**src/cfs_defines.vh**
```
// Constants for the converter fault supervisor.
// Assumes a 20 MHz clock and comparator flags already qualified by the analog front end.
// Functional notes
// - Current limiting is left running during overload; a shutdown happens only when the output falls below 4.0 V.
// - In auto-restart mode an overcurrent shutdown is retried for ever, shutting down again while the fault remains.
// - Overcurrent warn and fault thresholds and the response are settable; latch-off clears only by power cycle or a 1 ms on/off toggle.
// - Output overvoltage above the set limit shuts the output down, with endless auto-restart by default.
// - Overvoltage threshold and response are settable; the latch clears by power cycle or a 1 ms on/off toggle.
// - Overtemperature shuts down before parts exceed ratings and by default restarts after cooling about 13 degrees C.
// - An overtemperature warning is raised above a derated threshold that lies below the shutdown threshold.
// - Temperature warn and fault thresholds and response are settable; a latched shutdown clears by power cycle or 1 ms toggle.
// - The output is enabled once input exceeds the turn-on level and disabled once it falls below the turn-off level.
// - Input above the overvoltage limit shuts down; by default restart follows once input falls 7 V below that limit.
// - On/off polarity is positive (run while high) or negative (run while low, the default).
// - Input overvoltage limit defaults to 85 V, and restart follows that setting minus 7 V.
`ifndef CFS_DEFINES_VH
`define CFS_DEFINES_VH
`define CFS_CLK_HZ 20000000
`define CFS_TOGGLE_US 1000
`define CFS_TOGGLE_CYC ((`CFS_CLK_HZ / 1000000) * `CFS_TOGGLE_US)
`define CFS_RESTART_US 100
`define CFS_RESTART_CYC ((`CFS_CLK_HZ / 1000000) * `CFS_RESTART_US)
`define CFS_UV_TRIP_MV 16'd4000
`define CFS_VIN_ON_MV 16'd35000
`define CFS_VIN_OFF_MV 16'd33000
// Wider than the 16-bit threshold ports; the host scales it to fit
`define CFS_VIN_OV_MV 17'd85000
`define CFS_VIN_OV_HYS_MV 16'd7000
`define CFS_OT_HYS_C 16'd13
`define CFS_RESP_LATCH 1'b1
`define CFS_RESP_RESTART 1'b0
`endif

```
**src/cfs_supervisor.v**
```verilog
// Converter fault supervisor: decides when the output stage may run.
// Assumes measured values arrive in mV / mA / degrees C from on-chip logic (same clock);
// the on/off pin is asynchronous and synchronised here.
`include "cfs_defines.vh"
`timescale 1ns/1ps
module cfs_supervisor #(
   parameter MW = 16,
   parameter TOGGLE_CYC = `CFS_TOGGLE_CYC,
   parameter RESTART_CYC = `CFS_RESTART_CYC
) (
   input wire mclk_i,
   input wire rst_n_i,
   input wire onoff_pin_i,
   input wire onoff_neg_pol_i,
   input wire [MW-1:0] vout_mv_i,
   input wire [MW-1:0] iout_ma_i,
   input wire [MW-1:0] vin_mv_i,
   input wire [MW-1:0] temp_c_i,
   input wire ilim_active_i,
   input wire [MW-1:0] oc_warn_ma_i,
   input wire [MW-1:0] oc_fault_ma_i,
   input wire oc_resp_latch_i,
   input wire [MW-1:0] ov_fault_mv_i,
   input wire ov_resp_latch_i,
   input wire [MW-1:0] ot_warn_c_i,
   input wire [MW-1:0] ot_fault_c_i,
   input wire ot_resp_latch_i,
   input wire [MW-1:0] vin_on_mv_i,
   input wire [MW-1:0] vin_off_mv_i,
   input wire [MW-1:0] vin_ov_mv_i,
   output reg stage_en_o,
   output reg oc_warn_o,
   output reg ot_warn_o,
   output reg oc_fault_o,
   output reg ov_fault_o,
   output reg ot_fault_o,
   output reg uv_lock_o,
   output reg vin_ov_lock_o,
   output reg latched_o
);

   ////////////////////////////////////////////////////////////////////////////////
   // Helpers
   function ge;
      input [MW-1:0] a;
      input [MW-1:0] b;
      begin
         ge = (a >= b);
      end
   endfunction

   function [MW-1:0] sub_sat;
      input [MW-1:0] a;
      input [MW-1:0] b;
      begin
         sub_sat = (a > b) ? (a - b) : {MW{1'b0}};
      end
   endfunction

   ////////////////////////////////////////////////////////////////////////////////
   // On/off pin
   wire onoff_s;
   cfs_sync #(.W(1)) u_sync (
      .mclk_i(mclk_i),
      .rst_n_i(rst_n_i),
      .d_i(onoff_pin_i),
      .q_o(onoff_s)
   );

   // Synchroniser reset value is not the idle level of the pin for every
   // polarity, so no run request is believed until it has filled
   reg [1:0] warm_reg;
   always @(posedge mclk_i or negedge rst_n_i) begin
      if (!rst_n_i) begin
         warm_reg <= 2'b00;
      end else begin
         warm_reg <= {warm_reg[0], 1'b1};
      end
   end

   // Negative polarity runs on a low pin, positive on a high one
   wire run_req = (onoff_neg_pol_i ? ~onoff_s : onoff_s) & warm_reg[1];

   // Off request held 1 ms clears latches; shorter glitches do not
   wire clr_done;
   cfs_timer #(.CYC(TOGGLE_CYC), .W(16)) u_tog (
      .mclk_i(mclk_i),
      .rst_n_i(rst_n_i),
      .run_i(~run_req),
      .done_o(clr_done)
   );

   ////////////////////////////////////////////////////////////////////////////////
   // Fault detection
   // Current limit alone never trips; only collapse of vout under limiting or at the fault current
   wire oc_trip = (ilim_active_i | ge(iout_ma_i, oc_fault_ma_i)) &
                  ~ge(vout_mv_i, `CFS_UV_TRIP_MV) & stage_en_o;
   wire ov_trip = ~ge(ov_fault_mv_i, vout_mv_i);
   wire ot_trip = ge(temp_c_i, ot_fault_c_i);
   wire ot_cool = ~ge(temp_c_i, sub_sat(ot_fault_c_i, `CFS_OT_HYS_C));
   wire vin_ov_rel = ~ge(vin_mv_i, sub_sat(vin_ov_mv_i, `CFS_VIN_OV_HYS_MV));

   ////////////////////////////////////////////////////////////////////////////////
   // Lockouts with hysteresis
   reg uv_next;
   reg vin_ov_next;
   always @* begin
      uv_next = uv_lock_o;
      if (ge(vin_mv_i, vin_on_mv_i) && vin_mv_i != vin_on_mv_i)
         uv_next = 1'b0;
      else if (!ge(vin_mv_i, vin_off_mv_i))
         uv_next = 1'b1;
      // Overlapping thresholds from the host resolve to unlocked here; the turn-on test wins
      vin_ov_next = vin_ov_lock_o;
      if (!ge(vin_ov_mv_i, vin_mv_i))
         vin_ov_next = 1'b1;
      else if (vin_ov_rel)
         vin_ov_next = 1'b0;
   end

   ////////////////////////////////////////////////////////////////////////////////
   // Fault state: hiccup timer for OC/OV auto-restart, cooling hysteresis for OT, latch for latch-off
   reg oc_latch_reg;
   reg ov_latch_reg;
   reg ot_latch_reg;
   reg hiccup_reg;
   wire hiccup_done;
   cfs_timer #(.CYC(RESTART_CYC), .W(16)) u_hic (
      .mclk_i(mclk_i),
      .rst_n_i(rst_n_i),
      .run_i(hiccup_reg),
      .done_o(hiccup_done)
   );

   reg oc_latch_next;
   reg ov_latch_next;
   reg ot_latch_next;
   reg hiccup_next;
   reg ot_fault_next;
   always @* begin
      oc_latch_next = oc_latch_reg;
      ov_latch_next = ov_latch_reg;
      ot_latch_next = ot_latch_reg;
      hiccup_next = hiccup_reg;
      ot_fault_next = ot_fault_o;
      // Clears first; a new trip in the same cycle wins
      if (clr_done) begin
         oc_latch_next = 1'b0;
         ov_latch_next = 1'b0;
         ot_latch_next = 1'b0;
      end
      if (hiccup_done)
         hiccup_next = 1'b0;
      if (oc_trip) begin
         if (oc_resp_latch_i == `CFS_RESP_LATCH)
            oc_latch_next = 1'b1;
         else
            hiccup_next = 1'b1;
      end
      if (ov_trip) begin
         if (ov_resp_latch_i == `CFS_RESP_LATCH)
            ov_latch_next = 1'b1;
         else
            hiccup_next = 1'b1;
      end
      if (ot_trip) begin
         ot_fault_next = 1'b1;
         if (ot_resp_latch_i == `CFS_RESP_LATCH)
            ot_latch_next = 1'b1;
      end else if (ot_cool) begin
         ot_fault_next = 1'b0;
      end
   end

   ////////////////////////////////////////////////////////////////////////////////
   // Registers and outputs
   wire any_latch = oc_latch_next | ov_latch_next | ot_latch_next;
   wire stage_next = run_req & ~uv_next & ~vin_ov_next & ~any_latch &
                     ~hiccup_next & ~ot_fault_next & ~ov_trip;

   always @(posedge mclk_i or negedge rst_n_i) begin
      if (!rst_n_i) begin
         uv_lock_o <= 1'b1;
         vin_ov_lock_o <= 1'b0;
         oc_latch_reg <= 1'b0;
         ov_latch_reg <= 1'b0;
         ot_latch_reg <= 1'b0;
         hiccup_reg <= 1'b0;
         ot_fault_o <= 1'b0;
         stage_en_o <= 1'b0;
         oc_warn_o <= 1'b0;
         ot_warn_o <= 1'b0;
         oc_fault_o <= 1'b0;
         ov_fault_o <= 1'b0;
         latched_o <= 1'b0;
      end else begin
         uv_lock_o <= uv_next;
         vin_ov_lock_o <= vin_ov_next;
         oc_latch_reg <= oc_latch_next;
         ov_latch_reg <= ov_latch_next;
         ot_latch_reg <= ot_latch_next;
         hiccup_reg <= hiccup_next;
         ot_fault_o <= ot_fault_next;
         stage_en_o <= stage_next;
         oc_warn_o <= ge(iout_ma_i, oc_warn_ma_i);
         ot_warn_o <= ge(temp_c_i, ot_warn_c_i);
         oc_fault_o <= oc_trip | oc_latch_next;
         ov_fault_o <= ov_trip | ov_latch_next;
         latched_o <= any_latch;
      end
   end
endmodule

```
**src/cfs_sync.v**
```verilog
// Two flip-flop synchroniser for asynchronous pin levels.
// Assumes the input is a level, not a short pulse.
`timescale 1ns/1ps
module cfs_sync #(
   parameter W = 1
) (
   input wire mclk_i,
   input wire rst_n_i,
   input wire [W-1:0] d_i,
   output reg [W-1:0] q_o
);
   reg [W-1:0] meta_reg;
   always @(posedge mclk_i or negedge rst_n_i) begin
      if (!rst_n_i) begin
         meta_reg <= {W{1'b0}};
         q_o <= {W{1'b0}};
      end else begin
         meta_reg <= d_i;
         q_o <= meta_reg;
      end
   end
endmodule

```
**src/cfs_timer.v**
```verilog
// Retriggerable cycle counter: done is high once run has held for CYC cycles.
// Assumes run is synchronous to mclk_i.
`timescale 1ns/1ps
module cfs_timer #(
   parameter CYC = 20000,
   parameter W = 16
) (
   input wire mclk_i,
   input wire rst_n_i,
   input wire run_i,
   output reg done_o
);
   localparam integer LAST_I = CYC - 1;
   localparam [W-1:0] LAST = LAST_I[W-1:0];
   reg [W-1:0] cnt_reg;
   always @(posedge mclk_i or negedge rst_n_i) begin
      if (!rst_n_i) begin
         cnt_reg <= {W{1'b0}};
         done_o <= 1'b0;
      end else if (!run_i) begin
         cnt_reg <= {W{1'b0}};
         done_o <= 1'b0;
      end else if (cnt_reg == LAST) begin
         done_o <= 1'b1;
      end else begin
         cnt_reg <= cnt_reg + {{(W-1){1'b0}}, 1'b1};
      end
   end
endmodule

```
**config.mk**
```make
export PLATFORM = sky130hd
export DESIGN_NAME = cfs_supervisor
export DESIGN_NICKNAME = d
export VERILOG_FILES = /design/src/cfs_supervisor.v /design/src/cfs_sync.v /design/src/cfs_timer.v
export VERILOG_INCLUDE_DIRS = /design/src /design/src/src
export SDC_FILE = /design/constraint.sdc
export NUM_CORES = 1
export LEC_CHECK = 0
export ABC_AREA = 0
export BUFFER_PORTS_ARGS = -buffer_cell sky130_fd_sc_hd__buf_2
export CORE_ASPECT_RATIO = 1.5
export CORE_MARGIN = 10
export CORE_UTILIZATION = 48
export DETAILED_ROUTE_END_ITERATION = 10
export PLACE_DENSITY = 0.79
export SLEW_MARGIN = 15
export SYNTH_ARGS = -nofsm -noshare
export SYNTH_HDL_FRONTEND = slang
export SYNTH_SLANG_ARGS = --single-unit
```
**constraint.sdc**
```tcl
create_clock -name mclk_i -period 2.24 [get_ports mclk_i]
set_input_delay 0.224 -clock mclk_i [delete_from_list [all_inputs] [get_ports mclk_i]]
set_output_delay 0.224 -clock mclk_i [all_outputs]
set_load 0.005 [all_outputs]
```
### Yosys cells after proc, flatten, opt, wreduce, memory -nomap -nowiden

Cells that the tools add are included.

| word-level totals | value |
|---|---|
| input bits | 200 |
| flip-flop bits (word level) | 51 |
| word-level logic and storage cells | 98 |
| output and inout port bits | 9 |

| operators by class | value |
|---|---|
| $add $sub $neg | 4 |
| mux-type cells | 31 |
| magnitude comparators | 13 |
| reduce and logical (&&, ||, !) cells | 2 |
| equality and inequality tests | 6 |
| bitwise gates (word level) | 22 |

Operator list:

| cell | number |
|---|---|
| $ge 16x16->1 | 10 |
| $mux 16 | 6 |
| $add 16x1->16 const B | 2 |
| $mux 1 | 25 |
| $eq 16x11->1 const B | 1 |
| $eq 16x15->1 const B | 1 |
| $ge 16x12->1 const B | 1 |
| $gt 16x13->1 const B | 1 |
| $gt 16x4->1 const B | 1 |
| $ne 16x16->1 | 1 |
| $sub 16x13->16 const B | 1 |
| $sub 16x4->16 const B | 1 |
| $and 1x1->1 | 9 |
| $not 1->1 | 8 |
| $or 1x1->1 | 5 |
| $ne 2x2->1 const B | 2 |
| $ne 2x1->1 const B | 1 |
| $reduce_bool 2->1 | 1 |
| $logic_and 1x1->1 | 1 |

### Logic depth before layout (Yosys ltp)

Gate-level depths: netlist of the first run.

| depth | value |
|---|---|
| depth after elaboration | 12 |
| depth in mapped cells | 16 |
| depth with buffers taken out | 15 |

### Cells and area by module

A second synthesis of the first run with hierarchy kept.

| unflattened totals | value |
|---|---|
| cells, all modules | 831 |
| area total of the unflattened synthesis | 6767.7 um^2 |

By module, submodules not included:

| module | cells each | seq. area each (um^2) | instances | area each (um^2) |
|---|---|---|---|---|
| cfs_supervisor | 656 | 376.6 | 1 | 4988.5 |
| cfs_timer (u_tog) | 83 | 425.4 | 1 | 878.3 |
| cfs_timer (u_hic) | 90 | 425.4 | 1 | 850.8 |
| cfs_sync | 2 | 50.0 | 1 | 50.0 |

### Worst setup path before layout of the first run

No wires, ideal clock.

| timing path | value |
|---|---|
| path kind | input to register |
| start point | in ot_fault_c_i[1] |
| end point | reg stage_en_o |
| stages | 16 |
| arrival | 3440 ps |
| slack | -1280 ps |
| buffers on the path | 1 |
| setup time | 80 ps |
| data required time | 2160 ps |
| cells stage by stage | inv_1 > ha_1 > or3_1 > nor2_1 > nor2_1 > nand3_1 > clkbuf_1 > nand2_1 > ha_1 > a21o_1 > a21o_1 > a21o_1 > a221o_1 > a311o_1 > or4_1 > nor3_2 |

| on the way | value |
|---|---|
| longest elaborated chain between the ends | 8 |
| elaborated cells on any way between the ends | 15 |
| classes of those cells | add/sub (1); order compare (3); mux (4); bitwise (7) |

Ends and longest elaborated chain:

| item | line | text |
|---|---|---|
| start, declared | cfs_supervisor.v:26 | `input wire [MW-1:0] ot_fault_c_i,` |
| $sub 16x4->16 / $gt 16x4->1 (equally long branches) | cfs_supervisor.v:56 | `sub_sat = (a > b) ? (a - b) : {MW{1'b0}};` |
| $mux 16 | cfs_supervisor.v:56 |  |
| $ge 16x16->1 | cfs_supervisor.v:48 | `ge = (a >= b);` |
| $mux 1 | cfs_supervisor.v:170 | `end else if (ot_cool) begin` |
| $mux 1 (*) | cfs_supervisor.v:166 | `if (ot_trip) begin` |
| via ot_fault_next | cfs_supervisor.v:139 | `reg ot_fault_next;` |
| $not 1->1 (*) | cfs_supervisor.v:179 | `~hiccup_next & ~ot_fault_next & ~ov_trip;` |
| $and 1x1->1 (*) (2 in a row) | cfs_supervisor.v:179 |  |
| via stage_next | cfs_supervisor.v:178 | `wire stage_next = run_req & ~uv_next & ~vin_ov_next & ~any_latch &` |
| end signal, assigned | cfs_supervisor.v:204 | `stage_en_o <= stage_next;` |
| end, declared | cfs_supervisor.v:31 | `output reg stage_en_o,` |

Mark *: on every way through the listed nets, which the timed path passes. The rest lies on a longest branch.
A chain may end at the register's enable or synchronous reset.

### Final worst setup path of the first run

| timing path | value |
|---|---|
| start point | in vin_ov_mv_i[10] |
| end point | reg stage_en_o |

| on the way | value |
|---|---|
| longest elaborated chain between the ends | 11 |
| elaborated cells on any way between the ends | 13 |
| classes of those cells | add/sub (1); order compare (3); mux (3); bitwise (6) |

Ends and longest elaborated chain:

| item | line | text |
|---|---|---|
| start, declared | cfs_supervisor.v:30 | `input wire [MW-1:0] vin_ov_mv_i,` |
| $sub 16x13->16 / $gt 16x13->1 (equally long branches) | cfs_supervisor.v:56 |  |
| $mux 16 | cfs_supervisor.v:56 |  |
| $ge 16x16->1 | cfs_supervisor.v:48 |  |
| $mux 1 | cfs_supervisor.v:117 | `else if (vin_ov_rel)` |
| $mux 1 (*) | cfs_supervisor.v:115 | `if (!ge(vin_ov_mv_i, vin_mv_i))` |
| via vin_ov_next | cfs_supervisor.v:106 | `reg vin_ov_next;` |
| $not 1->1 (*) | cfs_supervisor.v:178 |  |
| $and 1x1->1 (*) (3 in a row) | cfs_supervisor.v:178 |  |
| $and 1x1->1 (*) (2 in a row) | cfs_supervisor.v:179 |  |
| via stage_next | cfs_supervisor.v:178 |  |

Marked as above.

==> flow_summary.json, run 1 <==
{
  "status": "finished, violations left",
  "violations": "negative setup slack",
  "cap_violations": 0,
  "numCtsBuffers": 5,
  "grt_pass1_wl_um": 33800,
  "synth_warnings": 0,
  "crit_arrival_ns": 3.27,
  "vias_per_cell": 5.32,
  "fin_util_pct": 67.7,
  "rsz0062_at_grt": "yes",
  "cts_tree": "yes",
  "clk_latency_ns": 0.29,
  "dr.pass1.iters": 4,
  "hold_viol_final": 0,
  "r2r_slack_ns": 0.12,
  "track_usage_pct": 21.6,
  "syn_area_um2": 6640,
  "grt_pass1_vias": 7378,
  "clock_path_buffers": 2,
  "cp.required_ns": 2.46,
  "remaining_drc_errors": 0,
  "fin_crit_sh_pct": 136,
  "fmax_mhz": 327,
  "die_w_um": 116,
  "nNetsFinal": 1519,
  "ir_drop_mv": 0.359,
  "die_h_um": 164,
  "hp-class": "in -> async",
  "synth_ff_type": "dfrtp_1",
  "worst_pin_slew_ns": 0.621,
  "finalWirelength_um": 21100,
  "initial_core_util_pct": 49.0,
  "clock_sinks": 51,
  "routabilityCongestion": 0.943,
  "cts_root_buf": "clkbuf_16",
  "whs_ns": 0.0229,
  "avgRoutedWirePerCell_um": 16.0,
  "pre_cts_slack_ns": -1.21,
  "synth_edf_count": 0,
  "leakagePower_nw": 5.22,
  "critPathMaxFanout": 3,
  "synth-seq-cells": 51,
  "antenna_found_initial": 3,
  "synth.avg_cell_area_um2": 8.11,
  "vias": 7023,
  "postSynth.asyncResetShare_pct": 100,
  "relSlewSlack_pct": 58.6,
  "ant_nets": 0,
  "final_area_um2": 9170,
  "core_area_um2": 13500,
  "cp-end-kind": "flip-flop",
  "start_kind": "input pin",
  "setup_violations": 3,
  "ys_top_cells_by_area": "ha_1, dfrtp_1, inv_1",
  "synth_common_cells": "ha_1, inv_1, nand2_1, nor2_1, dfrtp_1",
  "dp_hpwl_um": 18300,
  "synthCells": 818,
  "finalMaxSlewViolations": 0,
  "synth_nets": 1183,
  "port_buffers": 208,
  "period_needed_ns": 3.06,
  "synth_largest_area_cell": "ha_1",
  "rows": 52,
  "yosysMostFrequentCell": "ha_1",
  "ys_seq_area_share_pct": 19.3,
  "grt-ovfl-total": 0,
  "synth_top_area_share_pct": 31.1,
  "crit_type": "in -> reg",
  "cts-htree-levels": 2,
  "fin_skew_ns": 0.00869,
  "dpl_cell_area_um2": 8830,
  "setup_slack_ns": -0.816,
  "synthToLayoutAreaGrowth_pct": 38.2,
  "powerDensity_nw_per_um2": 339,
  "clkTransAtPathRegs_ns": 0.07,
  "grt_max_degree": 52,
  "yosysUniqueCellTypes": 56,
  "layout-drive-gt1-share_pct": 32.3,
  "drtIter0Drc": 431,
  "fillCellCount": 1108,
  "num_io_pins": 209,
  "die_area_um2": 19000
}
-- metal layers --
metal,track usage (%),wire length (um),share of wire (%)
met3,4.34,1500,7.1
met4,7.53,667,3.2
met5,0,7,0.033
met1,22.8,8040,38
met2,40.8,10900,52
-- path summary, 6_finish.rpt --
kind                                   from           endpoint  cells past startpoint
min in group mclk_i             onoff_pin_i    u_sync.meta_reg                      1
hold / removal                      rst_n_i  u_hic.cnt_reg[14]                      2
max in group asynchronous           rst_n_i  u_tog.cnt_reg[12]                      2
setup / recovery            vin_ov_mv_i[10]         stage_en_o                     14
hold reg to reg                 warm_reg[0]        warm_reg[1]                      0
setup reg to reg           u_hic.cnt_reg[5]   u_hic.cnt_reg[9]                      7
-- per-stage QoR --
| step | total power [mW] | cells | TNS (ns) |
|---|---|---|---|
| finish | 3.11 | 1319 | -1.68 |
| global route | 3.36 | 1319 | -2.17 |
| CTS | 3.11 | 1314 | -1.72 |
| detailed placement | 2.34 | 1304 | -3.23 |
| global placement | 2.30 | 1304 | -3.04 |
| floorplan | 1.70 | 818 | -2.10 |
-- worst max-delay path: stages --
cell and delay, ns:
buf_6 0.09, or4_4 0.53, nor4_4 0.24, o21ai_1 0.09, or2_1 0.24, and2_1 0.15, ha_1 0.26, nand2b_4 0.13
a21o_1 0.17, a211oi_2 0.21, o31ai_2 0.11, a2111o_1 0.37, a221o_1 0.35, nor3_2 0.10
-- power by group --
part / switching (mW) / internal [mW]
combinational: 0.656 / 0.691
sequential: 0.0407 / 0.969
clock: 0.338 / 0.414
total: 1.03 / 2.07
-- layout by cell type (no fill, tap or decap), types with 27 or more instances in the layout --
cell type	n
xnor2_1	27
nor2_1	53
buf_2	204
dfrtp_1	50
nand2_1	74
o21ai_0	32
inv_1	131
a21oi_1	44
ha_1	163
buf_4	124
-- cell type report --
type                            instances  area [um^2]  area share, %
Multi-Input combinational cell        629         4990           54.5
Timing Repair Buffer                  333         2030           22.1
Sequential cell                        51         1280           13.9
Inverter                              134          520           5.68
Tap cell                              162          203           2.21
Clock buffer                            5          125           1.36
Clock inverter                          3         18.8          0.205
Antenna cell                            2         5.00         0.0546
-- cells by family after synthesis --
logic type      count (synthesis)  share of synthesized area, %
compound gates                157                          15.6
xor+xnor                       49                          6.47
fa+ha+maj                     165                          31.1
buf+inv                       139                          7.86
flops                          51                          19.3
mux                             3                         0.453
other cells                     1                        0.0565
simple gates                  253                          19.2
-- repair_timing --
item | CTS | global route
gates cloned | 1 | 0
setup endpoints to repair | 3 | 5
resized for setup | 19 | 11
hold buffers | 0 | 0
pin swaps | 18 | 8
hold endpoints to repair | 0 | 0
buffers inserted | 1 | 3
No activity file was read; power rests on OpenSTA's default activity.
==> inputs of run 2 (changes only) <==
Settings changed: BUFFER_PORTS_ARGS -buffer_cell sky130_fd_sc_hd__buf_2 to -buffer_cell sky130_fd_sc_hd__buf_4, CELL_PAD_IN_SITES_DETAIL_PLACEMENT from default to 0, CELL_PAD_IN_SITES_GLOBAL_PLACEMENT from default to 1, CORE_UTILIZATION 48 to 35, GPL_TIMING_DRIVEN from default to 0, PLACE_DENSITY 0.79 to default, PLACE_DENSITY_LB_ADDON from default to 0.1.
==> run 2 against run 1 <==
  * The run still ends with negative setup slack left
  * Maximum frequency rose by 1.8%
  * Sequential power barely moved
  * Final area rose by 1.3%
  * Clock power rose by 28%
  * Die area rose by 31%
  * Total power rose by 6.0%
  * Clock-buffer cell count did not move
==> flow_summary.json, run 2 (synthesis results as in run 1) <==
{
  "clock_sinks": 51,
  "status": "finished, violations left",
  "hp-class": "in -> reg",
  "die_h_um": 189,
  "leakagePower_nw": 4.98,
  "min_from": "onoff_pin_i",
  "hold_viol_final": 0,
  "whs_ns": 0.0428,
  "whs_path_depth": 1,
  "rsz0062_at_grt": "yes",
  "avgRoutedWirePerCell_um": 15.4,
  "cts_tree": "yes",
  "final_area_um2": 9290,
  "initial_core_util_pct": 35.6,
  "cts_root_buf": "clkbuf_16",
  "worst_pin_slew_ns": 0.637,
  "grt_pass1_vias": 6676,
  "n_antenna_cell": 0,
  "ant_nets": 0,
  "path_buf_inv": 1,
  "cap_violations": 0,
  "nNetsFinal": 1427,
  "synthToLayoutAreaGrowth_pct": 39.9,
  "critPathMaxFanout": 4,
  "grt_pass1_wl_um": 32900,
  "r2r-start": "u_hic.cnt_reg[11]",
  "vias": 6403,
  "drtIter0Drc": 162,
  "numCtsBuffers": 5,
  "r2r_slack_ns": 0.10,
  "dp_hpwl_um": 17800,
  "min_to": "u_sync.meta_reg",
  "crit_arrival_ns": 3.21,
  "fin_crit_sh_pct": 134,
  "clock_path_buffers": 2,
  "rows": 61,
  "dp.cells": 1278,
  "core_area_um2": 18600,
  "most-common-layout-cells": "buf_4, ha_1, inv_1",
  "ir_drop_mv": 0.315,
  "fin_skew_ns": 0.00526,
  "routabilityCongestion": 0.834,
  "clkTransAtPathRegs_ns": 0.07,
  "finalWirelength_um": 20200,
  "cp.required_ns": 2.45,
  "reg2regPathDepth": 7,
  "die_w_um": 132,
  "final_cells": 1315,
  "critPathTopFamily": "simple AND/OR/NAND/NOR gates",
  "crit_type": "in -> reg",
  "track_usage_pct": 15.8,
  "relSlewSlack_pct": 57.5,
  "start_kind": "input pin",
  "grt-ovfl-total": 0,
  "slowest_stage": "or4_4",
  "finalMaxSlewViolations": 0,
  "layout-drive-gt1-share_pct": 27.4,
  "vias_per_cell": 4.87,
  "slowest_delay_ns": 0.53,
  "layout_commonest_cell": "buf_4",
  "dr.pass1.iters": 4,
  "setup_violations": 3,
  "dpl_cell_area_um2": 8590,
  "port_buffers": 208,
  "violations": "negative setup slack",
  "reg2reg_to": "u_hic.cnt_reg[9]",
  "cts-htree-levels": 2,
  "remaining_drc_errors": 0,
  "die_area_um2": 25000,
  "pre_cts_slack_ns": -1.53,
  "cp.depth": 14,
  "fmax_mhz": 333,
  "cp-end-kind": "flip-flop",
  "setup_slack_ns": -0.761,
  "period_needed_ns": 3.00,
  "grt_max_degree": 52,
  "clk_latency_ns": 0.29,
  "antenna_found_initial": 0,
  "crit_chain": "buf_8 > or4_4 > nor4_4 > o21ai_1 > or2_4 > and2_4 > ha_4 > nand2b_4 > a21o_1 > a211oi_2 > o31ai_2 > a2111o_1 > a221o_1 > nor3_2",
  "powerDensity_nw_per_um2": 355,
  "num_io_pins": 209,
  "finalSetupTns_ns": -1.66
}
[run 2: layout make-up]
class | count | area (um^2)
multi-input combinational | 628 | 5110
fill | 1912 | 9340
clock inverter | 3 | 67.6
tap | 252 | 315
sequential | 51 | 1280
timing repair buffer | 237 | 1830
inverter | 134 | 520
clock buffer | 5 | 125
buffer | 5 | 40.0
[run 2: power breakdown]
part / total (mW) / internal [mW] / switching (mW)
clock network: 0.964 / 0.639 / 0.324
registers: 1.01 / 0.969 / 0.0412
logic: 1.32 / 0.701 / 0.621
[run 2: metal layers]
metal	wire, um	GRT usage (%)	up-vias
li1	-	-	3349
met2	10500	29.7	147
met5	0	0	-
met3	1130	3.33	12
met1	8360	18.0	2895
met4	192	2.46	0
[run 2: per-stage QoR]
step           power [mW]  util, %
2_1_floorplan        1.70        -
3_3_place_gp         2.26     46.1
3_5_place_dp         2.27     46.1
4_1_cts              3.31     48.8
5_1_grt              3.58     49.9
6_report             3.30     49.9
[run 2: worst max path at each step]
stage	to	from	slack, ns
2_1_floorplan	stage_en_o	vin_ov_mv_i[10]	-0.89
3_3_place_gp	stage_en_o	vin_ov_mv_i[10]	-1.48
3_5_place_dp	stage_en_o	ot_fault_c_i[4]	-1.53
4_1_cts	stage_en_o	ot_fault_c_i[1]	-0.80
5_1_grt	stage_en_o	vin_ov_mv_i[10]	-0.90
6_report	stage_en_o	vin_ov_mv_i[10]	-0.76
[run 2: repair_timing]
action | CTS | global route
hold buffers | 1 | 0
endpoints found under the hold margin | 50 | 0
cloned | 1 | 0
endpoints found under the setup margin | 7 | 7
pin swaps | 12 | 9
resized for setup | 29 | 25
setup buffers | 20 | 8
